File: src/rtl/tmrcc_pkg.sv
// Purpose: Shared constants for the timer compare channel block
// Assumes: Register indices are byte address divided by four
// Notes: Control fields sit in the low byte of each word
package tmrcc_pkg;
  localparam int DATA_W = 32;
  localparam int ADR_W = 12;
  localparam int SEL_W = 4;
  localparam int CNT_W = 8;
  localparam int IDX_W = 10;
  localparam int CH_N = 2;

  // Register indices (byte address is index times four)
  localparam logic [IDX_W-1:0] IDX_CH0_CTRL = 10'h0EC;
  localparam logic [IDX_W-1:0] IDX_CH0_MATCH = 10'h0ED;
  localparam logic [IDX_W-1:0] IDX_CH1_CTRL = 10'h0EE;
  localparam logic [IDX_W-1:0] IDX_CH1_MATCH = 10'h0EF;
  localparam logic [IDX_W-1:0] IDX_PEND = 10'h0F0;
  localparam logic [IDX_W-1:0] IDX_IRQ_STAT = 10'h0F1;
  localparam logic [IDX_W-1:0] IDX_IRQ_MASK = 10'h0F2;

  // Control register fields
  localparam int CTRL_W = 7;
  localparam int IRQ_MASK_BIT = 6;
  localparam int ACT_HI = 5;
  localparam int ACT_LO = 3;
  localparam int EN_BIT = 2;
  localparam int RSV_HI = 1;
  localparam int RSV_LO = 0;
  localparam logic [CTRL_W-1:0] CTRL_RST = 7'h40;
  localparam logic [CNT_W-1:0] MATCH_RST = 8'h00;
  localparam logic [CH_N-1:0] FLAG_RST = 2'h0;
  localparam logic [CH_N-1:0] MASK_RST = 2'h0;
  localparam logic [CNT_W-1:0] CNT_ZERO = 8'h00;
  localparam logic [CNT_W-1:0] CNT_ONES = 8'hFF;
  localparam logic [DATA_W-1:0] DATA_ZERO = 32'h0000_0000;
  localparam int WR_LANE = 0;

  typedef enum logic [2:0] {
    ACT_SET = 3'h0,
    ACT_CLR = 3'h1,
    ACT_TGL = 3'h2,
    ACT_SET_UP = 3'h3,
    ACT_CLR_UP = 3'h4,
    ACT_SET_AUX = 3'h5,
    ACT_CLR_AUX = 3'h6,
    ACT_NONE = 3'h7
  } tmrcc_act_t;
endpackage : tmrcc_pkg

File: src/rtl/tmrcc_chan_if.sv
// Purpose: Bundle between register logic and one compare channel
// Assumes: All signals on clk
// Notes: aux_hit carries the channel 0 compare event to channel 1
interface tmrcc_chan_if;
  import tmrcc_pkg::*;
  logic enable;
  tmrcc_act_t action;
  logic [CNT_W-1:0] match_value;
  logic [CNT_W-1:0] count;
  logic tick;
  logic down;
  logic updown;
  logic aux_hit;
  logic hit;
  logic out;
  modport ctrl (output enable, action, match_value, count, tick, down, updown, aux_hit, input hit, out);
  modport chan (input enable, action, match_value, count, tick, down, updown, aux_hit, output hit, out);
endinterface : tmrcc_chan_if

File: src/rtl/tmrcc_compare_top.sv
// Purpose: Two output compare channels of an 8-bit timer with Wishbone registers
// Assumes: Counter, its tick and direction come from logic on clk
// Notes: Classic Wishbone slave, ack one cycle after the request
// Overview of operation
// - Control bit 6 is the channel interrupt mask, reset 1, 1 lets events interrupt.
// - Control bits 5:3 pick the output action on a compare match, reset 000.
// - Code 000 sets, 001 clears, 010 toggles on match; 111 does nothing.
// - Code 011 sets on up match, clears at zero, or on down match in up/down.
// - Code 100 clears on up match, sets at zero, or on down match in up/down.
// - Channel 0: 101 sets on match, clears at FF; 110 clears, sets at zero.
// - Channel 1: 101/110 act on own match, opposite action on channel 0 match.
// - Channel 0 control bit 2 enables its compare operation, reset 0.
// - Channel 1 control bit 2 enables its compare operation, reset 0.
// - Channel 0 compare value is an 8-bit read/write register, reset 00.
// - Channel 1 compare value is an 8-bit read/write register, reset 00.
// - Shared counter value is compared against both channel values.
// - Compare event sets pending flag; writing 0 clears, writing 1 does nothing.
//
// The Wishbone register port was left to the implementer.
module tmrcc_compare_top (
  input wire logic clk,
  input wire logic sys_rst,
  input wire logic wb_cyc_i,
  input wire logic wb_stb_i,
  input wire logic wb_we_i,
  input wire logic [tmrcc_pkg::ADR_W-1:0] wb_adr_i,
  input wire logic [tmrcc_pkg::SEL_W-1:0] wb_sel_i,
  input wire logic [tmrcc_pkg::DATA_W-1:0] wb_dat_i,
  output logic [tmrcc_pkg::DATA_W-1:0] wb_dat_o,
  output logic wb_ack_o,
  input wire logic [tmrcc_pkg::CNT_W-1:0] shared_counter_value,
  input wire logic count_tick,
  input wire logic count_down,
  input wire logic updown_mode,
  output logic ch0_compare_out,
  output logic ch1_compare_out,
  output logic ch0_compare_event,
  output logic ch1_compare_event,
  output logic irq
);
  import tmrcc_pkg::*;

  logic [CTRL_W-1:0] ctrl_ff [CH_N];
  logic [CTRL_W-1:0] nxt_ctrl [CH_N];
  logic [CNT_W-1:0] match_ff [CH_N];
  logic [CNT_W-1:0] nxt_match [CH_N];
  logic [CH_N-1:0] pend_ff;
  logic [CH_N-1:0] nxt_pend;
  logic [CH_N-1:0] stat_ff;
  logic [CH_N-1:0] nxt_stat;
  logic [CH_N-1:0] mask_ff;
  logic [CH_N-1:0] nxt_mask;
  logic ack_ff;
  logic nxt_ack;
  logic [DATA_W-1:0] rdat_ff;
  logic [DATA_W-1:0] nxt_rdat;
  logic [CH_N-1:0] ev_ff;
  logic [CH_N-1:0] hits;
  logic [CH_N-1:0] irq_en;
  logic req;
  logic wr;
  logic [IDX_W-1:0] idx;
  logic [CNT_W-1:0] wbyte;

  tmrcc_chan_if ch_if[CH_N] ();

  function automatic logic [DATA_W-1:0] tmrcc_zext(input logic [CNT_W-1:0] b);
    tmrcc_zext = {{(DATA_W-CNT_W){1'b0}}, b};
  endfunction

  function automatic logic [CNT_W-1:0] tmrcc_ctrl_rd(input logic [CTRL_W-1:0] c);
    tmrcc_ctrl_rd = {1'b0, c};
  endfunction

  // Channel wiring
  generate
    for (genvar g = 0; g < CH_N; g++) begin : g_ch
      assign ch_if[g].enable = ctrl_ff[g][EN_BIT];
      assign ch_if[g].action = tmrcc_act_t'(ctrl_ff[g][ACT_HI:ACT_LO]);
      assign ch_if[g].match_value = match_ff[g];
      assign ch_if[g].count = shared_counter_value;
      assign ch_if[g].tick = count_tick;
      assign ch_if[g].down = count_down;
      assign ch_if[g].updown = updown_mode;
      assign ch_if[g].aux_hit = (g == 1) ? ch_if[0].hit : 1'b0;
      assign hits[g] = ch_if[g].hit;
      assign irq_en[g] = ctrl_ff[g][IRQ_MASK_BIT];
    end
  endgenerate

  tmrcc_channel #(
    .IS_CH1(1'b0)
  ) u_ch0 (
    .clk(clk),
    .sys_rst(sys_rst),
    .ch(ch_if[0])
  );

  tmrcc_channel #(
    .IS_CH1(1'b1)
  ) u_ch1 (
    .clk(clk),
    .sys_rst(sys_rst),
    .ch(ch_if[1])
  );

  // Bus decode
  assign req = wb_cyc_i & wb_stb_i;
  assign idx = wb_adr_i[ADR_W-1:2];
  assign wr = req & ack_ff & wb_we_i & wb_sel_i[WR_LANE];
  assign wbyte = wb_dat_i[CNT_W-1:0];

  always_comb begin
    nxt_ack = req & ~ack_ff;
    nxt_rdat = DATA_ZERO;
    if (req & ~ack_ff & ~wb_we_i) begin
      case (idx)
        IDX_CH0_CTRL: nxt_rdat = tmrcc_zext(tmrcc_ctrl_rd(ctrl_ff[0]));
        IDX_CH0_MATCH: nxt_rdat = tmrcc_zext(match_ff[0]);
        IDX_CH1_CTRL: nxt_rdat = tmrcc_zext(tmrcc_ctrl_rd(ctrl_ff[1]));
        IDX_CH1_MATCH: nxt_rdat = tmrcc_zext(match_ff[1]);
        IDX_PEND: nxt_rdat = {{(DATA_W-CH_N){1'b0}}, pend_ff};
        IDX_IRQ_STAT: nxt_rdat = {{(DATA_W-CH_N){1'b0}}, stat_ff};
        IDX_IRQ_MASK: nxt_rdat = {{(DATA_W-CH_N){1'b0}}, mask_ff};
        default: nxt_rdat = DATA_ZERO;
      endcase
    end
  end

  always_ff @(posedge clk) begin
    if (sys_rst) begin
      ack_ff <= 1'b0;
      rdat_ff <= DATA_ZERO;
    end else begin
      ack_ff <= nxt_ack;
      rdat_ff <= nxt_rdat;
    end
  end

  // Register file and flags
  always_comb begin
    for (int i = 0; i < CH_N; i++) begin
      nxt_ctrl[i] = ctrl_ff[i];
      nxt_match[i] = match_ff[i];
    end
    nxt_mask = mask_ff;
    nxt_pend = pend_ff;
    nxt_stat = stat_ff;
    if (wr) begin
      case (idx)
        IDX_CH0_CTRL: nxt_ctrl[0] = wbyte[CTRL_W-1:0];
        IDX_CH0_MATCH: nxt_match[0] = wbyte;
        IDX_CH1_CTRL: nxt_ctrl[1] = wbyte[CTRL_W-1:0];
        IDX_CH1_MATCH: nxt_match[1] = wbyte;
        IDX_PEND: nxt_pend = pend_ff & wbyte[CH_N-1:0];
        IDX_IRQ_STAT: nxt_stat = stat_ff & ~wbyte[CH_N-1:0];
        IDX_IRQ_MASK: nxt_mask = wbyte[CH_N-1:0];
        default: nxt_mask = mask_ff;
      endcase
    end
    nxt_pend = nxt_pend | hits;
    nxt_stat = nxt_stat | (hits & irq_en);
  end

  always_ff @(posedge clk) begin
    if (sys_rst) begin
      for (int i = 0; i < CH_N; i++) begin
        ctrl_ff[i] <= CTRL_RST;
        match_ff[i] <= MATCH_RST;
      end
      pend_ff <= FLAG_RST;
      stat_ff <= FLAG_RST;
      mask_ff <= MASK_RST;
      ev_ff <= FLAG_RST;
    end else begin
      for (int i = 0; i < CH_N; i++) begin
        ctrl_ff[i] <= nxt_ctrl[i];
        match_ff[i] <= nxt_match[i];
      end
      pend_ff <= nxt_pend;
      stat_ff <= nxt_stat;
      mask_ff <= nxt_mask;
      ev_ff <= hits;
    end
  end

  assign wb_ack_o = ack_ff;
  assign wb_dat_o = rdat_ff;
  assign ch0_compare_out = ch_if[0].out;
  assign ch1_compare_out = ch_if[1].out;
  assign ch0_compare_event = ev_ff[0];
  assign ch1_compare_event = ev_ff[1];
  assign irq = |(stat_ff & mask_ff);
endmodule // tmrcc_compare_top

File: src/rtl/tmrcc_channel.sv
// Purpose: One compare channel: match detection and output action
// Assumes: tick marks a counter update, count is the value after it
// Notes: On simultaneous set and clear, the set action wins, except in code 110 where the clear on match wins
module tmrcc_channel #(
  parameter bit IS_CH1 = 1'b0
) (
  input wire logic clk,
  input wire logic sys_rst,
  tmrcc_chan_if.chan ch
);
  import tmrcc_pkg::*;

  logic out_ff;
  logic nxt_out;
  logic hit;
  logic zero;
  logic ends;
  logic starts;
  logic set_o;
  logic clr_o;

  always_comb begin
    hit = ch.enable & ch.tick & (ch.count == ch.match_value);
    zero = ch.enable & ch.tick & (ch.count == CNT_ZERO);
    ends = IS_CH1 ? (ch.enable & ch.aux_hit) : (ch.enable & ch.tick & (ch.count == CNT_ONES));
    starts = IS_CH1 ? (ch.enable & ch.aux_hit) : zero;
    set_o = 1'b0;
    clr_o = 1'b0;
    nxt_out = out_ff;
    case (ch.action)
      ACT_SET: set_o = hit;
      ACT_CLR: clr_o = hit;
      ACT_TGL: begin
        set_o = hit & ~out_ff;
        clr_o = hit & out_ff;
      end
      ACT_SET_UP: begin
        set_o = hit & ~(ch.updown & ch.down);
        clr_o = ch.updown ? (hit & ch.down) : zero;
      end
      ACT_CLR_UP: begin
        clr_o = hit & ~(ch.updown & ch.down);
        set_o = ch.updown ? (hit & ch.down) : zero;
      end
      ACT_SET_AUX: begin
        set_o = hit;
        clr_o = ends & ~hit;
      end
      ACT_CLR_AUX: begin
        clr_o = hit;
        set_o = starts & ~hit;
      end
      default: begin
        set_o = 1'b0;
        clr_o = 1'b0;
      end
    endcase
    if (set_o) begin
      nxt_out = 1'b1;
    end else if (clr_o) begin
      nxt_out = 1'b0;
    end
  end

  always_ff @(posedge clk) begin
    if (sys_rst) begin
      out_ff <= 1'b0;
    end else begin
      out_ff <= nxt_out;
    end
  end

  assign ch.hit = hit;
  assign ch.out = out_ff;
endmodule // tmrcc_channel

File: config.mk
export PLATFORM = sky130hd
export DESIGN_NAME = tmrcc_compare_top
export DESIGN_NICKNAME = d
export VERILOG_FILES = /design/src/rtl/tmrcc_pkg.sv /design/src/rtl/tmrcc_chan_if.sv /design/src/rtl/tmrcc_compare_top.sv /design/src/rtl/tmrcc_channel.sv
export SDC_FILE = /design/constraint.sdc
export NUM_CORES = 1
export LEC_CHECK = 0
export BUFFER_PORTS_ARGS = -buffer_cell sky130_fd_sc_hd__clkbuf_2
export CORE_MARGIN = 2
export CORE_UTILIZATION = 39
export DETAILED_ROUTE_END_ITERATION = 7
export HOLD_SLACK_MARGIN = 0.06
export PLACE_DENSITY = 0.67
export REMOVE_ABC_BUFFERS = 1
export SLEW_MARGIN = 0
export SYNTH_ARGS = -nofsm -noshare
export SYNTH_HDL_FRONTEND = slang
export SYNTH_HIERARCHICAL = 1
export SYNTH_SLANG_ARGS = --single-unit
File: constraint.sdc
create_clock -name clk -period 2 [get_ports clk]
set_clock_uncertainty 0.2 [all_clocks]
set_input_delay 0.3 -clock clk [delete_from_list [all_inputs] [get_ports clk]]
set_output_delay 0.3 -clock clk [all_outputs]
set_load 0.05 [all_outputs]
# [Yosys cells after proc, flatten, opt, wreduce, memory -nomap -nowiden]
# Memory sizes are Yosys's and may differ from the RTL's.
# Cells that the tools add are included.
[totals] ff_bits=43 latchBits=0 ram_bits=30 romBits=0 input_bits=64 output_inout_bits=38 wordCells=117 mem_count=2
[op_classes] n_addsub=0 multipliers=0 div=0 order_cmp=0 eq_ne=22 shift=0 n_mux=28 bitwise=45 n_reduce_logical=12
[mem_list] name="match_ff" depth=2 word_bits=8 read_ports=2 rd_clocked_by_memory_dff=0 wr=2 line_no="tmrcc_compare_top.sv:45" text="logic [CNT_W-1:0] match_ff [CH_N];"
[mem_list] name="ctrl_ff" depth=2 word_bits=7 read_ports=2 rd_clocked_by_memory_dff=0 wr=2 line_no="tmrcc_compare_top.sv:43" text="logic [CTRL_W-1:0] ctrl_ff [CH_N];"
[op_table] operator="$eq A10 B8 Y1 const B" count=7
[op_table] operator="$pmux W8 S7" count=1
[op_table] operator="$mux W8" count=4
[op_table] operator="$mux W7" count=4
[op_table] operator="$and A1 B1 Y1" count=26
[op_table] operator="$pmux W1 S5" count=4
[op_table] operator="$eq A3 B3 Y1 const B" count=6
[op_table] operator="$eq A8 B8 Y1" count=2
[op_table] operator="$mux W16" count=1
[op_table] operator="$mux W14" count=1
[op_table] operator="$eq A3 B2 Y1 const B" count=4
[op_table] operator="$reduce_or A2 Y1" count=6
[op_table] operator="$mux W1" count=9
[op_table] operator="$and A2 B2 Y2" count=4
[op_table] operator="$eq A8 B8 Y1 const B" count=1
[op_table] operator="$logic_not A8 Y1" count=1
[op_table] operator="$mux W2" count=4
[op_table] operator="$not A1 Y1" count=8
[op_table] operator="$eq A3 B1 Y1 const B" count=2
[op_table] operator="$logic_not A3 Y1" count=2
[op_table] operator="$or A1 B1 Y1" count=4
[op_table] operator="$or A2 B2 Y2" count=2
[op_table] operator="$reduce_bool A2 Y1" count=2
[op_table] operator="$not A2 Y2" count=1
[op_table] operator="$reduce_and A2 Y1" count=1

# [Longest topological paths before layout]
# An unclocked memory read counts as a cell.
[logic_depth] depth_word=8 ltp_mapped=8

# [Hierarchy]
# The synthesis kept the hierarchy.
[by_module_without_submodules] mod="tmrcc_compare_top" instances=1 cells_each=237 area_each_um2=2374.8
[by_module_without_submodules] mod="tmrcc_channel (u_ch1)" instances=1 cells_each=41 area_each_um2=307.8
[by_module_without_submodules] mod="tmrcc_channel (u_ch0)" instances=1 cells_each=42 area_each_um2=296.5

# [Worst setup path before layout]
# Ideal clock, no wire load.
[synth_path] path_type="reg2reg" startpoint="register ack_ff, in the netlist wb_ack_o" endpoint="memory ctrl_ff[1][3], in the netlist ctrl_ff[0][10]" setup_time_ns=0.123 arrival_ns=1.834 t_required_ns=1.677 setup_slack_ns=-0.157 stages_incl_launch_ff=6 path_cell_list="dfxtp_1 > and4_1 > nand2_1 > or4_1 > buf_2 > mux2i_1"
[synth_rtl] item="start: declaration" line_no="tmrcc_compare_top.sv:53" text="logic ack_ff;"
[synth_rtl] item="start signal: assignment" line_no="tmrcc_compare_top.sv:135" text="ack_ff <= nxt_ack;"
[synth_rtl] item="end: declaration" line_no="tmrcc_compare_top.sv:43"

==> reports/summary.txt <==
crit-path max FO = 2
Layout Cells excl Fill = 497
pin count of the biggest net entering global routing = 48
WL/cell = 15.2 um
Startpoint Class = flop
MaxCap Viol Count = 0
Port Buffers = 48
top cell family by delay on the critical path = simple AND/OR/NAND/NOR gates
Mean Syn Cell Area = 9.31 um^2
Setup WS pre-CTS = -150 ps
global-route wire length before repair = 12.0 mm
Seq/Total Area, Yosys = 32.9%
Final setup viols = 0
register-to-register setup slack = 80 ps
R2R Path End = u_ch1/ch.out
Hold Path Class = primary input to flop
via density per instance = 5.26
GRT Total Usage = 18.1%
Die Area = 8350 um^2
combinational power share = 15.2%
die width = 91.4 um
Post-Route WL = 7.54 mm
Top Usage Layer GRT = met2
met2 Use GR = 29.2%
power after layout = 2.00 mW
maximum vdd drop = 0.235 mV
GR Util met1 = 24.5%
min cycle time layout = 1920 ps
fmax = 520 MHz
worst-case reg-to-reg path depth = 8
DRC viols = 0
Static Leak = 1.46 nW
Overflow after GRT = 0
post-DP HPWL = 5.81 mm
Worst-Skew Late Latency = 310 ps
status = complete, no violations
post-synthesis adder-cell area fraction = 0%
Tcrit/Tclk final = 96.1%
Main synth FF type = dfxtp_1
crit end category = flop
EDFF count, synth = 0
Ys Warns = 6
clock power share = 36.0%
antenna viol nets, final = 0
critical path depth = 8
GRT met3 Usage = 2.57%
cts bufs inserted = 5
final core utilization = 49.1%
Cell variety after synth = 55
internal cell power = 1.45 mW
Yosys reg bits = 49
layout cells sized above 1 = 29.4%
Hold Crit Start = wb_dat_i[6]
slowest cell delay on critical path = 330 ps
Fill cells = 690
Critical Path AT = 1910 ps
CTS sink count = 49
antenna diode count = 0
CP Cell Sequence = xnor2_1 -> nand4_1 -> nor3_2 -> nand2_1 -> o31ai_2 -> a41oi_1 -> nor3_1 -> a211oi_2
DR pass1 iterations = 4
# rows = 31
TritonCTS clock tree = done
root buf cell = clkbuf_8
antenna violations before repair = 0
crit path kind = flop to flop
CP bufs+invs = 0
routability cong. = 0.897
hold path endpoint = match_ff[0][14]
largest family of logic cells by synthesized area = simple AND/OR/NAND/NOR gates
Layout Area Growth over Synthesis = 20.8%
critical path's slowest cell = dfxtp_1
H-tree depth = 2
WP data required = 1990 ps
Hold Path Cell Cnt = 3
routed vias = 2,616
DR iter-0 viols = 198
Max Slew Vio Count = 0
I/O pin cnt = 102
switch share = 27.8%
layout net count = 461
Reg-to-Reg Start = match_ff[0][0]
Final Hold Slack = 67.8 ps
Reg power frac = 48.8%
chip height = 91.4 um
clock transition at the registers of the reported paths = 100 ps
initial core utilization = 40.6%
Syn Inst Count = 320
Post-Synth Simple-Gate Area = 27.6%
Synth Cell Area = 2980 um^2
Sw Pwr = 0.556 mW
Final Hold Viols = 0
CTS Buffer Depth = 2
Post-synth ARST share = 0%
Cell Pwr Density = 556 nW/um^2
number of global-route vias before repair = 2,384
Synth Area in XOR/XNOR = 4.70%
post-synthesis mux area share = 13.6%
final worst setup slack = 77.6 ps
core area = 7330 um^2
Placed Instances = 485
post-synthesis compound-gate area fraction = 12.0%
[power groups by stage]
stage	clock [mW]	combinational [mW]	sequential [mW]
2_1_floorplan	0	0.168	1.00
3_3_place_gp	0	0.297	0.999
4_1_cts	0.736	0.303	0.976
5_1_grt	0.772	0.324	0.977
6_report	0.721	0.305	0.976
3_5_place_dp	0	0.298	0.999
[through the flow]
step | area, um^2 | setup TNS, ps
floorplan | 2810 | -3170
global placement | 3430 | -136
detailed placement | 3430 | -150
CTS | 3570 | 0
global route | 3600 | -3.37
finish | 3600 | 0
[layer usage]
metal | part of all wire (%) | vias up
met5 | 0 | -
met4 | 2.6 | 0
met3 | 5.2 | 11
met2 | 47 | 83
met1 | 45 | 1242
li1 | - | 1280
[timing repair]
item / CTS / global route
hold buffers: 2 / 0
setup buffers: 0 / 2
pin swaps: 0 / 6
resized for setup: 1 / 6
endpoints found under the setup margin: 1 / 2
endpoints found under the hold margin: 2 / 0
[layout make-up]
type                    count  area (um^2)  share of cell area [%]
clock buffers               5         68.8                    1.91
clock inverters             3         46.3                    1.29
inverters                   3         11.3                   0.313
multi-input cells         251         1820                    50.7
flip-flops and latches     49          987                    27.4
well taps                  99          124                    3.44
repair buffers             87          538                    14.9
[cell families after synthesis]
| logic type | count (synthesis) |
|---|---|
| simple gates | 126 |
| xor+xnor | 16 |
| buf+inv | 43 |
| mux | 34 |
| other cells | 1 |
| compound gates | 51 |
| flops | 49 |
[worst reg2reg max path: stages (launching register included)]
cell and delay (ps):
dfxtp_1 330, xnor2_1 200, nand4_1 190, nor3_2 190
nand2_1 120, o31ai_2 220, a41oi_1 70, nor3_1 250
a211oi_2 50
[cells in the mapped netlist (4+ instances only)]
library cell	n	area (um^2)
a21oi_1	18	90.1
buf_4	24	180
clkbuf_1	10	37.5
dfxtp_1	49	981
mux2i_1	27	270
mux4_2	5	113
nand2_1	14	52.6
nand2b_1	34	213
nand3_1	5	25.0
nand3b_1	4	30.0
nand4_1	13	81.3
nor2_1	7	26.3
nor2b_1	13	81.3
nor3_1	5	25.0
nor4_1	4	25.0
o21ai_0	5	25.0
o41ai_1	4	35.0
xnor2_1	15	131
[flip-flops by register name, summed over array words and instances (netlist names)]
register      count
match_ff         16
wb_dat_o          8
pend_ff           2
stat_ff           2
mask_ff           2
ctrl_ff          14
u_ch0/ch.out      1
ev_ff             2
u_ch1/ch.out      1
wb_ack_o          1
[worst max-delay path by stage]
stage | startpoint | to | slack (ps)
4_1_cts | match_ff[0][0] | u_ch1/ch.out | 20
6_report | match_ff[0][0] | u_ch1/ch.out | 80
3_3_place_gp | shared_counter_value[0] | u_ch1/ch.out | -140
3_5_place_dp | shared_counter_value[6] | u_ch1/ch.out | -150
5_1_grt | match_ff[0][4] | u_ch1/ch.out | -3
2_1_floorplan | wb_ack_o | ctrl_ff[0][10] | -230
[placed cells by master, fill, tap and decap left out, types with 3 or more instances in the layout]
master and n:
o21ai_0 5, or4_4 3, a21oi_1 18, xnor2_1 15, a32oi_1 3, nand2_1 14
buf_4 37, a22o_1 3, nand3b_1 4, nor3_1 4, dfxtp_2 5, clkbuf_8 5
mux4_2 5, mux2i_1 27, clkbuf_2 48, conb_1 24, nor4_1 4, nor2_1 7
o41ai_1 4, nand4_1 13, dfxtp_1 44, nand2b_1 34, and4_1 3, nor2b_1 13
nand3_1 5, inv_1 3, or4_1 3
Power figures use the tool's default switching activity.
